`src/sac_pkg.sv`:
```
// sac_pkg: shared constants and types of the scan acquisition controller.
// assumes a 10 MHz system clock and a 32-bit AHB-Lite register bus.
package sac_pkg;
  // ----------------------------------------
  // register byte offsets
  // ----------------------------------------
  localparam logic [7:0] A_CTRL = 8'h00;
  localparam logic [7:0] A_PCFG = 8'h04;
  localparam logic [7:0] A_PDATA = 8'h08;
  localparam logic [7:0] A_STAT = 8'h0C;
  localparam logic [7:0] A_SCAN = 8'h10;
  localparam logic [7:0] A_SPACE = 8'h14;
  localparam logic [7:0] A_POST = 8'h18;
  localparam logic [7:0] A_SPS = 8'h1C;
  localparam logic [7:0] A_QIDX = 8'h20;
  localparam logic [7:0] A_QDAT = 8'h24;
  localparam logic [7:0] A_DLO = 8'h28;
  localparam logic [7:0] A_DHI = 8'h2C;
  localparam logic [7:0] A_DSIZE = 8'h30;
  localparam logic [7:0] A_DDESC = 8'h34;
  localparam logic [7:0] A_DCNT = 8'h38;
  // ----------------------------------------
  // control bit positions
  // ----------------------------------------
  localparam int C_ARM = 0;
  localparam int C_TRIG_EXT = 1;
  localparam int C_TB_EXT = 2;
  localparam int C_CHAIN = 3;
  localparam int C_SOFT_TRIG = 4;
  localparam int C_POLL_GO = 5;
  localparam int C_ABORT = 6;
  // ----------------------------------------
  // timing and sizes
  // ----------------------------------------
  localparam longint CLK_HZ = 10000000;
  localparam longint INT_TB_HZ = 40000000;
  localparam logic [2:0] INT_STEP = 3'(INT_TB_HZ / CLK_HZ);
  localparam logic [22:0] MAX_DWORDS = 23'h200000;
  localparam int FIFO_AW = 4;
  localparam logic [63:0] WORD_BYTES = 64'h4;
  localparam logic [1:0] DESC_LAST = 2'h3;
  // ----------------------------------------
  // types
  // ----------------------------------------
  typedef enum logic [1:0] {
    referenced_single_ended, nonreferenced_single_ended, differential_input
  } sac_icfg_t;
  typedef enum logic [1:0] {range_5v, range_1v, range_0p5v, range_0p2v} sac_gain_t;
  typedef struct packed {
    sac_icfg_t cfg;
    sac_gain_t gain;
    logic [3:0] chan;
  } sac_entry_t;
  typedef struct packed {
    logic req;
    logic we;
    logic [63:0] addr;
    logic [31:0] wdata;
  } sac_mem_t;
endpackage : sac_pkg
```
`src/sac_acq_ctrl.sv`:
```
// sac_acq_ctrl: converter acquisition control, polled and timed scan modes.
// assumes a converter front end on clk and a host memory port for DMA.
//
// The register addresses and register access over AHB-Lite were decided locally.
`timescale 1ns/10ps
module sac_acq_ctrl
  import sac_pkg::*;
(
  input wire logic clk,
  input wire logic rstn,
  input wire logic hsel,
  input wire logic [31:0] haddr,
  input wire logic [1:0] htrans,
  input wire logic hwrite,
  input wire logic [2:0] hsize,
  input wire logic [31:0] hwdata,
  input wire logic hready,
  output logic [31:0] hrdata,
  output logic hreadyout,
  output logic hresp,
  output logic adc_start,
  output sac_entry_t adc_entry,
  input wire logic adc_done,
  input wire logic [15:0] adc_data,
  input wire logic external_timebase_input,
  input wire logic ext_trigger_input,
  output sac_mem_t mem,
  input wire logic mem_ack,
  input wire logic [31:0] mem_rdata
);
  typedef enum logic [1:0] {S_IDLE, S_ARMED, S_RUN} sac_st_t;

  function automatic logic hit(input logic [7:0] a, input logic [7:0] o);
    return a == o;
  endfunction : hit

  // ----------------------------------------
  // pin synchronisers
  // ----------------------------------------
  logic [1:0] pin_rise;
  wire [1:0] pins = {ext_trigger_input, external_timebase_input};
  for (genvar g = 0; g < 2; g++) begin : g_sync
    logic [2:0] sh;
    logic lvl;
    logic lvl_d;
    always_ff @(posedge clk) begin
      if (!rstn) begin
        sh <= '0;
        lvl <= 1'b0;
        lvl_d <= 1'b0;
      end else begin
        sh <= {sh[1:0], pins[g]};
        if (sh[1] == sh[2]) begin
          lvl <= sh[2];
        end
        lvl_d <= lvl;
      end
    end
    assign pin_rise[g] = lvl & ~lvl_d;
  end

  // ----------------------------------------
  // AHB-Lite slave
  // ----------------------------------------
  logic wr;
  logic [7:0] wa;
  logic ctrl_tb_ext;
  logic ctrl_trig_ext;
  logic ctrl_chain;
  logic arm_p;
  logic abort_p;
  logic soft_trig_p;
  logic poll_go_p;
  sac_entry_t pcfg;
  logic [31:0] scan_int;
  logic [23:0] spacing;
  logic [30:0] post;
  logic [7:0] sps;
  logic [7:0] qidx;
  logic [31:0] dlo;
  logic [31:0] dhi;
  logic [31:0] dsize;
  logic [31:0] ddesc;
  sac_entry_t queue [256];
  logic poll_busy;
  logic poll_done;
  logic [15:0] poll_data;
  sac_st_t st;
  logic ovf;
  logic dma_busy;
  logic dma_done;
  logic dma_done_st;
  logic [31:0] dma_cnt;
  logic [31:0] rd_val;
  wire ahb_go = hsel & htrans[1] & hready;
  wire rd_go = ahb_go & ~hwrite;
  wire wctrl = wr & hit(wa, A_CTRL);

  always_ff @(posedge clk) begin
    if (!rstn) begin
      wr <= 1'b0;
      wa <= '0;
      hreadyout <= 1'b1;
      hresp <= 1'b0;
      hrdata <= '0;
    end else begin
      wr <= ahb_go & hwrite;
      if (ahb_go) begin
        wa <= haddr[7:0];
      end
      if (rd_go) begin
        hrdata <= rd_val;
      end
    end
  end

  always_comb begin
    case (haddr[7:0])
      A_CTRL: rd_val = {28'h0, ctrl_chain, ctrl_tb_ext, ctrl_trig_ext, st != S_IDLE};
      A_PCFG: rd_val = {24'h0, pcfg};
      A_PDATA: rd_val = {16'h0, poll_data};
      A_STAT: rd_val = {25'h0, dma_done_st, ovf, dma_busy, st == S_RUN, st == S_ARMED,
                        poll_done, poll_busy};
      A_SCAN: rd_val = scan_int;
      A_SPACE: rd_val = {8'h0, spacing};
      A_POST: rd_val = {1'b0, post};
      A_SPS: rd_val = {24'h0, sps};
      A_QIDX: rd_val = {24'h0, qidx};
      A_DLO: rd_val = dlo;
      A_DHI: rd_val = dhi;
      A_DSIZE: rd_val = dsize;
      A_DDESC: rd_val = ddesc;
      A_DCNT: rd_val = dma_cnt;
      default: rd_val = 32'h0;
    endcase
  end

  // ----------------------------------------
  // configuration registers
  // ----------------------------------------
  always_ff @(posedge clk) begin
    if (!rstn) begin
      ctrl_tb_ext <= 1'b0;
      ctrl_trig_ext <= 1'b0;
      ctrl_chain <= 1'b0;
      pcfg <= '0;
      scan_int <= '0;
      spacing <= '0;
      post <= '0;
      sps <= '0;
      dlo <= '0;
      dhi <= '0;
      dsize <= '0;
      ddesc <= '0;
    end else if (wr) begin
      if (wctrl && st == S_IDLE) begin
        ctrl_trig_ext <= hwdata[C_TRIG_EXT];
        ctrl_tb_ext <= hwdata[C_TB_EXT];
        ctrl_chain <= hwdata[C_CHAIN];
      end
      if (hit(wa, A_PCFG)) pcfg <= hwdata[7:0];
      if (hit(wa, A_SCAN)) scan_int <= hwdata;
      if (hit(wa, A_SPACE)) spacing <= hwdata[23:0];
      if (hit(wa, A_POST)) post <= hwdata[30:0];
      if (hit(wa, A_SPS)) sps <= hwdata[7:0];
      if (hit(wa, A_DLO)) dlo <= hwdata;
      if (hit(wa, A_DHI)) dhi <= hwdata;
      if (hit(wa, A_DSIZE)) dsize <= hwdata;
      if (hit(wa, A_DDESC)) ddesc <= hwdata;
    end
  end

  // command strobes, one cycle each
  always_ff @(posedge clk) begin
    if (!rstn) begin
      arm_p <= 1'b0;
      abort_p <= 1'b0;
      soft_trig_p <= 1'b0;
      poll_go_p <= 1'b0;
    end else begin
      arm_p <= wctrl & hwdata[C_ARM] & (st == S_IDLE);
      abort_p <= wctrl & hwdata[C_ABORT];
      soft_trig_p <= wctrl & hwdata[C_SOFT_TRIG];
      poll_go_p <= wctrl & hwdata[C_POLL_GO];
    end
  end

  // channel/gain queue, index advances on each data write
  always_ff @(posedge clk) begin
    if (!rstn) begin
      qidx <= '0;
    end else if (wr && hit(wa, A_QIDX)) begin
      qidx <= hwdata[7:0];
    end else if (wr && hit(wa, A_QDAT)) begin
      qidx <= qidx + 8'h1;
    end
  end

  always_ff @(posedge clk) begin
    if (wr && hit(wa, A_QDAT)) begin
      queue[qidx] <= hwdata[7:0];
    end
  end

  // ----------------------------------------
  // software polled conversion
  // ----------------------------------------
  wire poll_issue = poll_go_p & ~poll_busy & (st == S_IDLE);

  always_ff @(posedge clk) begin
    if (!rstn) begin
      poll_busy <= 1'b0;
      poll_done <= 1'b0;
      poll_data <= '0;
    end else begin
      if (poll_issue) begin
        poll_busy <= 1'b1;
      end else if (poll_busy && adc_done) begin
        poll_busy <= 1'b0;
        poll_data <= adc_data;
      end
      // a completion in the cycle of the clearing read still sets done
      if (poll_busy && adc_done) begin
        poll_done <= 1'b1;
      end else if (rd_go && hit(haddr[7:0], A_PDATA)) begin
        poll_done <= 1'b0;
      end else if (poll_issue) begin
        poll_done <= 1'b0;
      end
    end
  end

  // ----------------------------------------
  // timed scan engine
  // ----------------------------------------
  logic [32:0] scan_el;
  logic [24:0] samp_el;
  logic [7:0] samp_idx;
  logic [30:0] scans;
  wire [2:0] step = ctrl_tb_ext ? {2'h0, pin_rise[0]} : INT_STEP;
  wire [32:0] scan_nx = scan_el + 33'(step);
  wire [24:0] samp_nx = samp_el + 25'(step);
  wire trig = ctrl_trig_ext ? pin_rise[1] : soft_trig_p;

  always_ff @(posedge clk) begin
    if (!rstn) begin
      st <= S_IDLE;
      scan_el <= '0;
      samp_el <= '0;
      samp_idx <= '0;
      scans <= '0;
      adc_start <= 1'b0;
      adc_entry <= '0;
    end else begin
      adc_start <= 1'b0;
      if (poll_issue) begin
        adc_start <= 1'b1;
        adc_entry <= pcfg;
      end
      case (st)
        S_IDLE: begin
          if (arm_p) st <= S_ARMED;
        end
        S_ARMED: begin
          if (abort_p) begin
            st <= S_IDLE;
          end else if (trig) begin
            st <= S_RUN;
            scan_el <= {1'b0, scan_int};
            samp_idx <= sps;
            scans <= '0;
          end
        end
        S_RUN: begin
          if (abort_p || (scans == post && samp_idx >= sps)) begin
            st <= S_IDLE;
          end else if (scan_nx >= {1'b0, scan_int}) begin
            // a short interval cuts an unfinished scan short
            scans <= scans + 31'h1;
            scan_el <= (scans == '0) ? '0 : scan_nx - {1'b0, scan_int};
            samp_idx <= 8'h1;
            samp_el <= '0;
            adc_start <= 1'b1;
            adc_entry <= queue[0];
          end else begin
            scan_el <= scan_nx;
            if (samp_idx < sps) begin
              if (samp_nx >= {1'b0, spacing}) begin
                samp_el <= samp_nx - {1'b0, spacing};
                samp_idx <= samp_idx + 8'h1;
                adc_start <= 1'b1;
                adc_entry <= queue[samp_idx];
              end else begin
                samp_el <= samp_nx;
              end
            end
          end
        end
        default: st <= S_IDLE;
      endcase
    end
  end

  // ----------------------------------------
  // data FIFO toward DMA
  // ----------------------------------------
  logic [15:0] fifo_mem [2**FIFO_AW];
  logic [FIFO_AW:0] wp;
  logic [FIFO_AW:0] rp;
  logic fifo_pop;
  wire fifo_valid = wp != rp;
  wire fifo_full = (wp[FIFO_AW] != rp[FIFO_AW]) && (wp[FIFO_AW-1:0] == rp[FIFO_AW-1:0]);
  wire push = adc_done & ~poll_busy;

  always_ff @(posedge clk) begin
    if (push && !fifo_full) begin
      fifo_mem[wp[FIFO_AW-1:0]] <= adc_data;
    end
  end

  always_ff @(posedge clk) begin
    if (!rstn) begin
      wp <= '0;
      rp <= '0;
      ovf <= 1'b0;
      dma_done_st <= 1'b0;
    end else begin
      if (push && !fifo_full) wp <= wp + 1'b1;
      if (fifo_pop) rp <= rp + 1'b1;
      if (push && fifo_full) begin
        ovf <= 1'b1;
      end else if (arm_p) begin
        ovf <= 1'b0;
      end
      if (dma_done) begin
        dma_done_st <= 1'b1;
      end else if (arm_p) begin
        dma_done_st <= 1'b0;
      end
    end
  end

  sac_dma u_dma (
    .clk(clk),
    .rstn(rstn),
    .go(arm_p),
    .stop(abort_p),
    .chain(ctrl_chain),
    .addr_lo(dlo),
    .addr_hi(dhi),
    .size(dsize),
    .desc_ptr(ddesc),
    .fifo_valid(fifo_valid),
    .fifo_data(fifo_mem[rp[FIFO_AW-1:0]]),
    .fifo_pop(fifo_pop),
    .mem(mem),
    .mem_ack(mem_ack),
    .mem_rdata(mem_rdata),
    .busy(dma_busy),
    .done(dma_done),
    .count(dma_cnt)
  );
endmodule : sac_acq_ctrl

```
`src/sac_dma.sv`:
```
// sac_dma: bus-master engine moving converter words to host memory.
// assumes a host memory port that answers each request with a one-cycle ack.
`timescale 1ns/10ps
module sac_dma
  import sac_pkg::*;
(
  input wire logic clk,
  input wire logic rstn,
  input wire logic go,
  input wire logic stop,
  input wire logic chain,
  input wire logic [31:0] addr_lo,
  input wire logic [31:0] addr_hi,
  input wire logic [31:0] size,
  input wire logic [31:0] desc_ptr,
  input wire logic fifo_valid,
  input wire logic [15:0] fifo_data,
  output logic fifo_pop,
  output sac_mem_t mem,
  input wire logic mem_ack,
  input wire logic [31:0] mem_rdata,
  output logic busy,
  output logic done,
  output logic [31:0] count
);
  typedef enum logic [1:0] {D_IDLE, D_FETCH, D_XFER} sac_dst_t;
  sac_dst_t st;
  logic [63:0] addr;
  logic [31:0] left;
  logic [31:0] ptr;
  logic [1:0] widx;
  logic last;

  // ----------------------------------------
  // descriptor walk and word transfer
  // ----------------------------------------
  always_ff @(posedge clk) begin
    if (!rstn) begin
      st <= D_IDLE;
      mem <= '0;
      addr <= '0;
      left <= '0;
      ptr <= '0;
      widx <= '0;
      last <= 1'b0;
      busy <= 1'b0;
      done <= 1'b0;
      count <= '0;
      fifo_pop <= 1'b0;
    end else begin
      fifo_pop <= 1'b0;
      done <= 1'b0;
      if (stop) begin
        st <= D_IDLE;
        mem.req <= 1'b0;
        busy <= 1'b0;
      end else begin
        case (st)
          D_IDLE: begin
            if (go) begin
              busy <= 1'b1;
              count <= '0;
              if (chain) begin
                widx <= '0;
                mem <= '{1'b1, 1'b0, {32'h0, desc_ptr}, 32'h0};
                st <= D_FETCH;
              end else begin
                addr <= {addr_hi, addr_lo};
                left <= (size > 32'(MAX_DWORDS)) ? 32'(MAX_DWORDS) : size;
                last <= 1'b1;
                st <= D_XFER;
              end
            end
          end
          D_FETCH: begin
            if (!mem.req) begin
              // one request per descriptor word, req drops after every ack
              mem.req <= 1'b1;
            end else if (mem_ack) begin
              case (widx)
                2'h0: addr[31:0] <= mem_rdata;
                2'h1: addr[63:32] <= mem_rdata;
                2'h2: left <= mem_rdata;
                default: begin
                  ptr <= mem_rdata;
                  last <= mem_rdata[0];
                end
              endcase
              mem.req <= 1'b0;
              if (widx == DESC_LAST) begin
                st <= D_XFER;
              end else begin
                widx <= widx + 2'h1;
                mem.addr <= mem.addr + WORD_BYTES;
              end
            end
          end
          D_XFER: begin
            if (mem.req) begin
              if (mem_ack) begin
                mem.req <= 1'b0;
                addr <= addr + WORD_BYTES;
                left <= left - 32'h1;
                count <= count + 32'h1;
              end
            end else if (left == 32'h0) begin
              if (last) begin
                st <= D_IDLE;
                busy <= 1'b0;
                done <= 1'b1;
              end else begin
                widx <= '0;
                mem <= '{1'b1, 1'b0, {32'h0, ptr[31:1], 1'b0}, 32'h0};
                st <= D_FETCH;
              end
            end else if (fifo_valid && !fifo_pop) begin
              fifo_pop <= 1'b1;
              mem <= '{1'b1, 1'b1, addr, {{16{fifo_data[15]}}, fifo_data}};
            end
          end
          default: st <= D_IDLE;
        endcase
      end
    end
  end
endmodule : sac_dma

```
`config.mk`:
```
export PLATFORM = sky130hd
export DESIGN_NAME = sac_acq_ctrl
export DESIGN_NICKNAME = d
export VERILOG_FILES = /design/src/sac_pkg.sv /design/src/sac_acq_ctrl.sv /design/src/sac_dma.sv
export SDC_FILE = /design/constraint.sdc
export NUM_CORES = 2
export LEC_CHECK = 0
export BUFFER_PORTS_ARGS = -buffer_cell sky130_fd_sc_hd__buf_2
export CORE_ASPECT_RATIO = 0.5
export CORE_UTILIZATION = 30
export DETAILED_ROUTE_END_ITERATION = 12
export GPL_ROUTABILITY_DRIVEN = 0
export GPL_TIMING_DRIVEN = 0
export HOLD_SLACK_MARGIN = 0.02
export PLACE_DENSITY_LB_ADDON = 0.12
export SLEW_MARGIN = 20
export SYNTH_ARGS = -nofsm -noshare
export SYNTH_HDL_FRONTEND = slang
export SYNTH_HIERARCHICAL = 1
export SYNTH_SLANG_ARGS = --single-unit
export TNS_END_PERCENT = 20
```
`constraint.sdc`:
```
create_clock -name clk -period 6.6 [get_ports clk]
set_input_delay 0.66 -clock clk [delete_from_list [all_inputs] [get_ports clk]]
set_output_delay 0.66 -clock clk [all_outputs]
set_load 0.01 [all_outputs]
```
==> qor.yml <==
outcome:
  status: "finished, violations left"
  failed_checks: "design-rule violations"
drt:
  routedWlPerCell_um: 36.2
  firstDrtPassIters: 12
  vias_per_cell: 5.74
  drc: 100
  drt_iter0_drc: 12900
  vias: 89200
  routed_wl_um: 563000
  ant_nets: 0
power_and_ir_drop:
  ir_drop_mv: 0.194
  cellPowerDensity_nw_per_um2: 284
  clockPowerShare_pct: 42.5
  seqPwrFrac_pct: 49.4
  p_leak_nw: 45.5
  p_switching_mw: 10.9
  pwr-share-comb_pct: 8.1
  switching_share_pct: 26.0
  intPower_mw: 31.1
sta:
  fmax_ghz: 0.156
  setup_tns_ns: 0
  period_minus_slack_ns: 6.40
  finalWorstSetupSlack_ns: 0.196
  worst_clock_skew_ns: 0.0574
  tightest_slew_ns: 1.33
  finalMaxSlewViolations: 0
  grt_setup_unrepaired: "no"
  fin_crit_sh_pct: 97.0
  setup_viol: 0
  final-hold-violation-count: 0
  slew_headroom_pct: 11.3
critical_path:
  path_buf_inv: 6
  cp_top_family: "buffers and inverters"
  cp-end-kind: "flop"
  required_ns: 7.36
  worst_path_largest_cell_delay_ns: 0.79
  cp_max_fo: 10
  start_kind: "flop"
  crit_type: "reg2reg"
  arrival_ns: 7.16
  crit_path_top_delay_cell: "buf_2"
  path_common_cell: "buf_2"
  worstPathCellList: "buf_2, buf_4, buf_2, buf_2, buf_2, buf_2, mux4_2, o21ai_0, o32ai_1, nor4_1, nand2_1, a31oi_1, a21oi_1"
clock_tree:
  cts_buffers: 310
  cts-root-buf: "clkbuf_16"
  cts_sinks: 3000
  htreeDepth: 5
  clkTransAtPathRegs_ns: 0.06
  clock_path_buffers: 4
  insertion_delay_ns: 0.92
  cts_tree: "done"
flow_run:
  maxCapViolCount: 0
placed_design:
  port_buffers: 235
  place_area_um2: 138000
  place_hpwl_um: 406000
  dp_cells: 14900
  pre_cts_slack_ns: -0.888
die:
  core_area_um2: 424000
  pin_count: 267
  dieWidth_um: 925
  dieHeight_um: 464
  num_rows: 169
  dieArea_um2: 429000
  initial_core_util_pct: 30.1
synthesis:
  ys_ff_latch: 3000
  synth_area_um2: 128000
  yosysSeqAreaShare_pct: 65.0
  avgSynthCellArea_um2: 14.2
  synth_edf_count: 2304
  synthCells: 8987
  async_flop_share_pct: 0
  yosysWarnings: 6
  synthFlopType: "edfxtp_1"
  synthDistinctLibCells: 107
  synthesis.nets: 9210
global_route:
  grt_overflow_total: 0
  grt_max_degree: 131
  grt_use_total_pct: 25.4
  grt_pass1_vias: 84400
  antenna_found_initial: 57
  grt_pass1_wl_um: 753000
final_layout:
  nNetsFinal: 9867
  final_cell_count_no_fill: 15500
  final_common_cell: "edfxtp_1"
  fin_util_pct: 34.9
  final_cell_mix: "edfxtp_1, nand2_1, dfxtp_1, mux4_2, a21oi_1"
  area_delta_synth_final_pct: 15.9
  design_area_um2: 148000
  drive_above_1_share_pct: 18.0
min_path:
  min_path_type: "in2reg"
  worstHoldStart: "mem_rdata[29]"
==> through the flow <==
| step | hold WS (ns) | power (mW) |
|---|---|---|
| 2_1_floorplan | 0.412 | 22.7 |
| 3_5_place_dp | 0.449 | 24.4 |
| 3_3_place_gp | 0.434 | 24.4 |
| 5_1_grt | 0.0769 | 43.0 |
| 6_report | 0.0843 | 42.0 |
| 4_1_cts | 0.0202 | 42.1 |
==> cell usage after synthesis, drive strengths merged, types with 12 or more instances <==
cell type	number	area share [%]
o2bb2ai	14	0.096
a21o	40	0.23
a22oi	145	0.85
edfxtp	2304	54
nor4	98	0.54
nand2b	27	0.13
and3	77	0.38
a221oi	75	0.52
mux4	681	12
o21ai	292	1.1
o21a	31	0.18
mux2i	65	0.51
dfxtp	696	11
or4	24	0.14
o2111ai	13	0.089
and4	33	0.23
buf	184	0.81
xnor2	143	0.98
o211ai	45	0.27
nor2b	37	0.18
nor3	121	0.49
a21oi	609	2.4
a222oi	28	0.22
clkbuf	401	1.2
and2	39	0.19
a31oi	96	0.47
or2	15	0.073
inv	144	0.42
o22ai	49	0.24
a211oi	24	0.15
or3	30	0.15
nand3	212	0.83
nand3b	12	0.070
nand4	107	0.53
a41oi	13	0.089
nor3b	14	0.082
a311oi	13	0.094
xor2	73	0.50
o31ai	33	0.19
nor2	612	1.8
a22o	48	0.33
nand2	991	2.9
ha	95	0.93
nor4b	13	0.089
==> timing repair <==
item | 4_1_cts | 5_1_grt
hold buffers | 35 | 0
endpoints found under the setup margin | 104 | 98
pin swaps | 1 | 0
endpoints found under the hold margin | 50 | 0
setup buffers | 2 | 0
gates resized for setup | 16 | 5
==> path summary, 6_finish.rpt <==
path	end	slack, ns	cells past startpoint
hold reg to reg	wa[1]	0.46	2
setup reg to reg	adc_entry[4]	0.20	13
setup / recovery	adc_entry[4]	0.20	13
hold / removal	u_dma/ptr[29]	0.08	3
==> state kept, by name (all words and copies together) (netlist names), 24 cells and up, named ones only <==
| register | count |
|---|---|
| scan_el | 33 |
| scans | 31 |
| dhi | 32 |
| dsize | 32 |
| ddesc | 32 |
| u_dma/ptr | 31 |
| dlo | 32 |
| u_dma/mem | 82 |
| samp_el | 25 |
| spacing | 24 |
| queue | 2048 |
| post | 31 |
| u_dma/addr | 64 |
| hrdata | 32 |
| u_dma/left | 32 |
| u_dma/count | 32 |
| fifo_mem | 256 |
| scan_int | 32 |
==> worst register-to-register path, stage by stage, from the launching register on <==
cell	delay [ns]
dfxtp_1	0.31
buf_2	0.22
buf_4	0.40
buf_2	0.62
buf_2	0.73
buf_2	0.82
buf_2	0.66
mux4_2	0.51
o21ai_0	0.48
o32ai_1	0.35
nor4_1	0.39
nand2_1	0.33
a31oi_1	0.33
a21oi_1	0.10
==> routing by layer <==
metal	GRT usage [%]	wire [um]	vias to the layer above
met5	0	53	-
met4	9.01	24400	8
met3	5.03	47800	959
met2	39.1	248000	4717
met1	35.7	242000	47000
li1	-	-	36500
==> area by class of cell <==
type | count | area (um2)
Antenna cell | 12 | 30.0
Clock inverter | 166 | 1510
Fill cell | 41200 | 276000
Tap cell | 5643 | 7060
Clock buffer | 382 | 8260
Multi-Input combinational cell | 5256 | 41900
Inverter | 146 | 548
Timing Repair Buffer | 345 | 3010
Sequential cell | 3000 | 83100
Buffer | 585 | 2640
==> power groups by stage <==
stage	registers (mW)	clock network (mW)	logic [mW]
finish	20.8	17.9	3.41
detailed placement	21.2	0	3.25
global placement	21.2	0	3.18
global route	20.8	18.7	3.52
CTS	20.8	18.0	3.28
floorplan	21.1	0	1.67
==> cell families after synthesis <==
group                      share of synthesized area [%]
AOI/OAI and AO/OA                                   8.57
xor gates and xnor gates                            1.48
adders and majority gates                          0.961
buffers and inverters                               2.42
DFF                                                 65.0
muxes                                               12.6
other                                            0.00587
and+or+nand+nor                                     8.99
No activity file was read; power rests on OpenSTA's default activity.
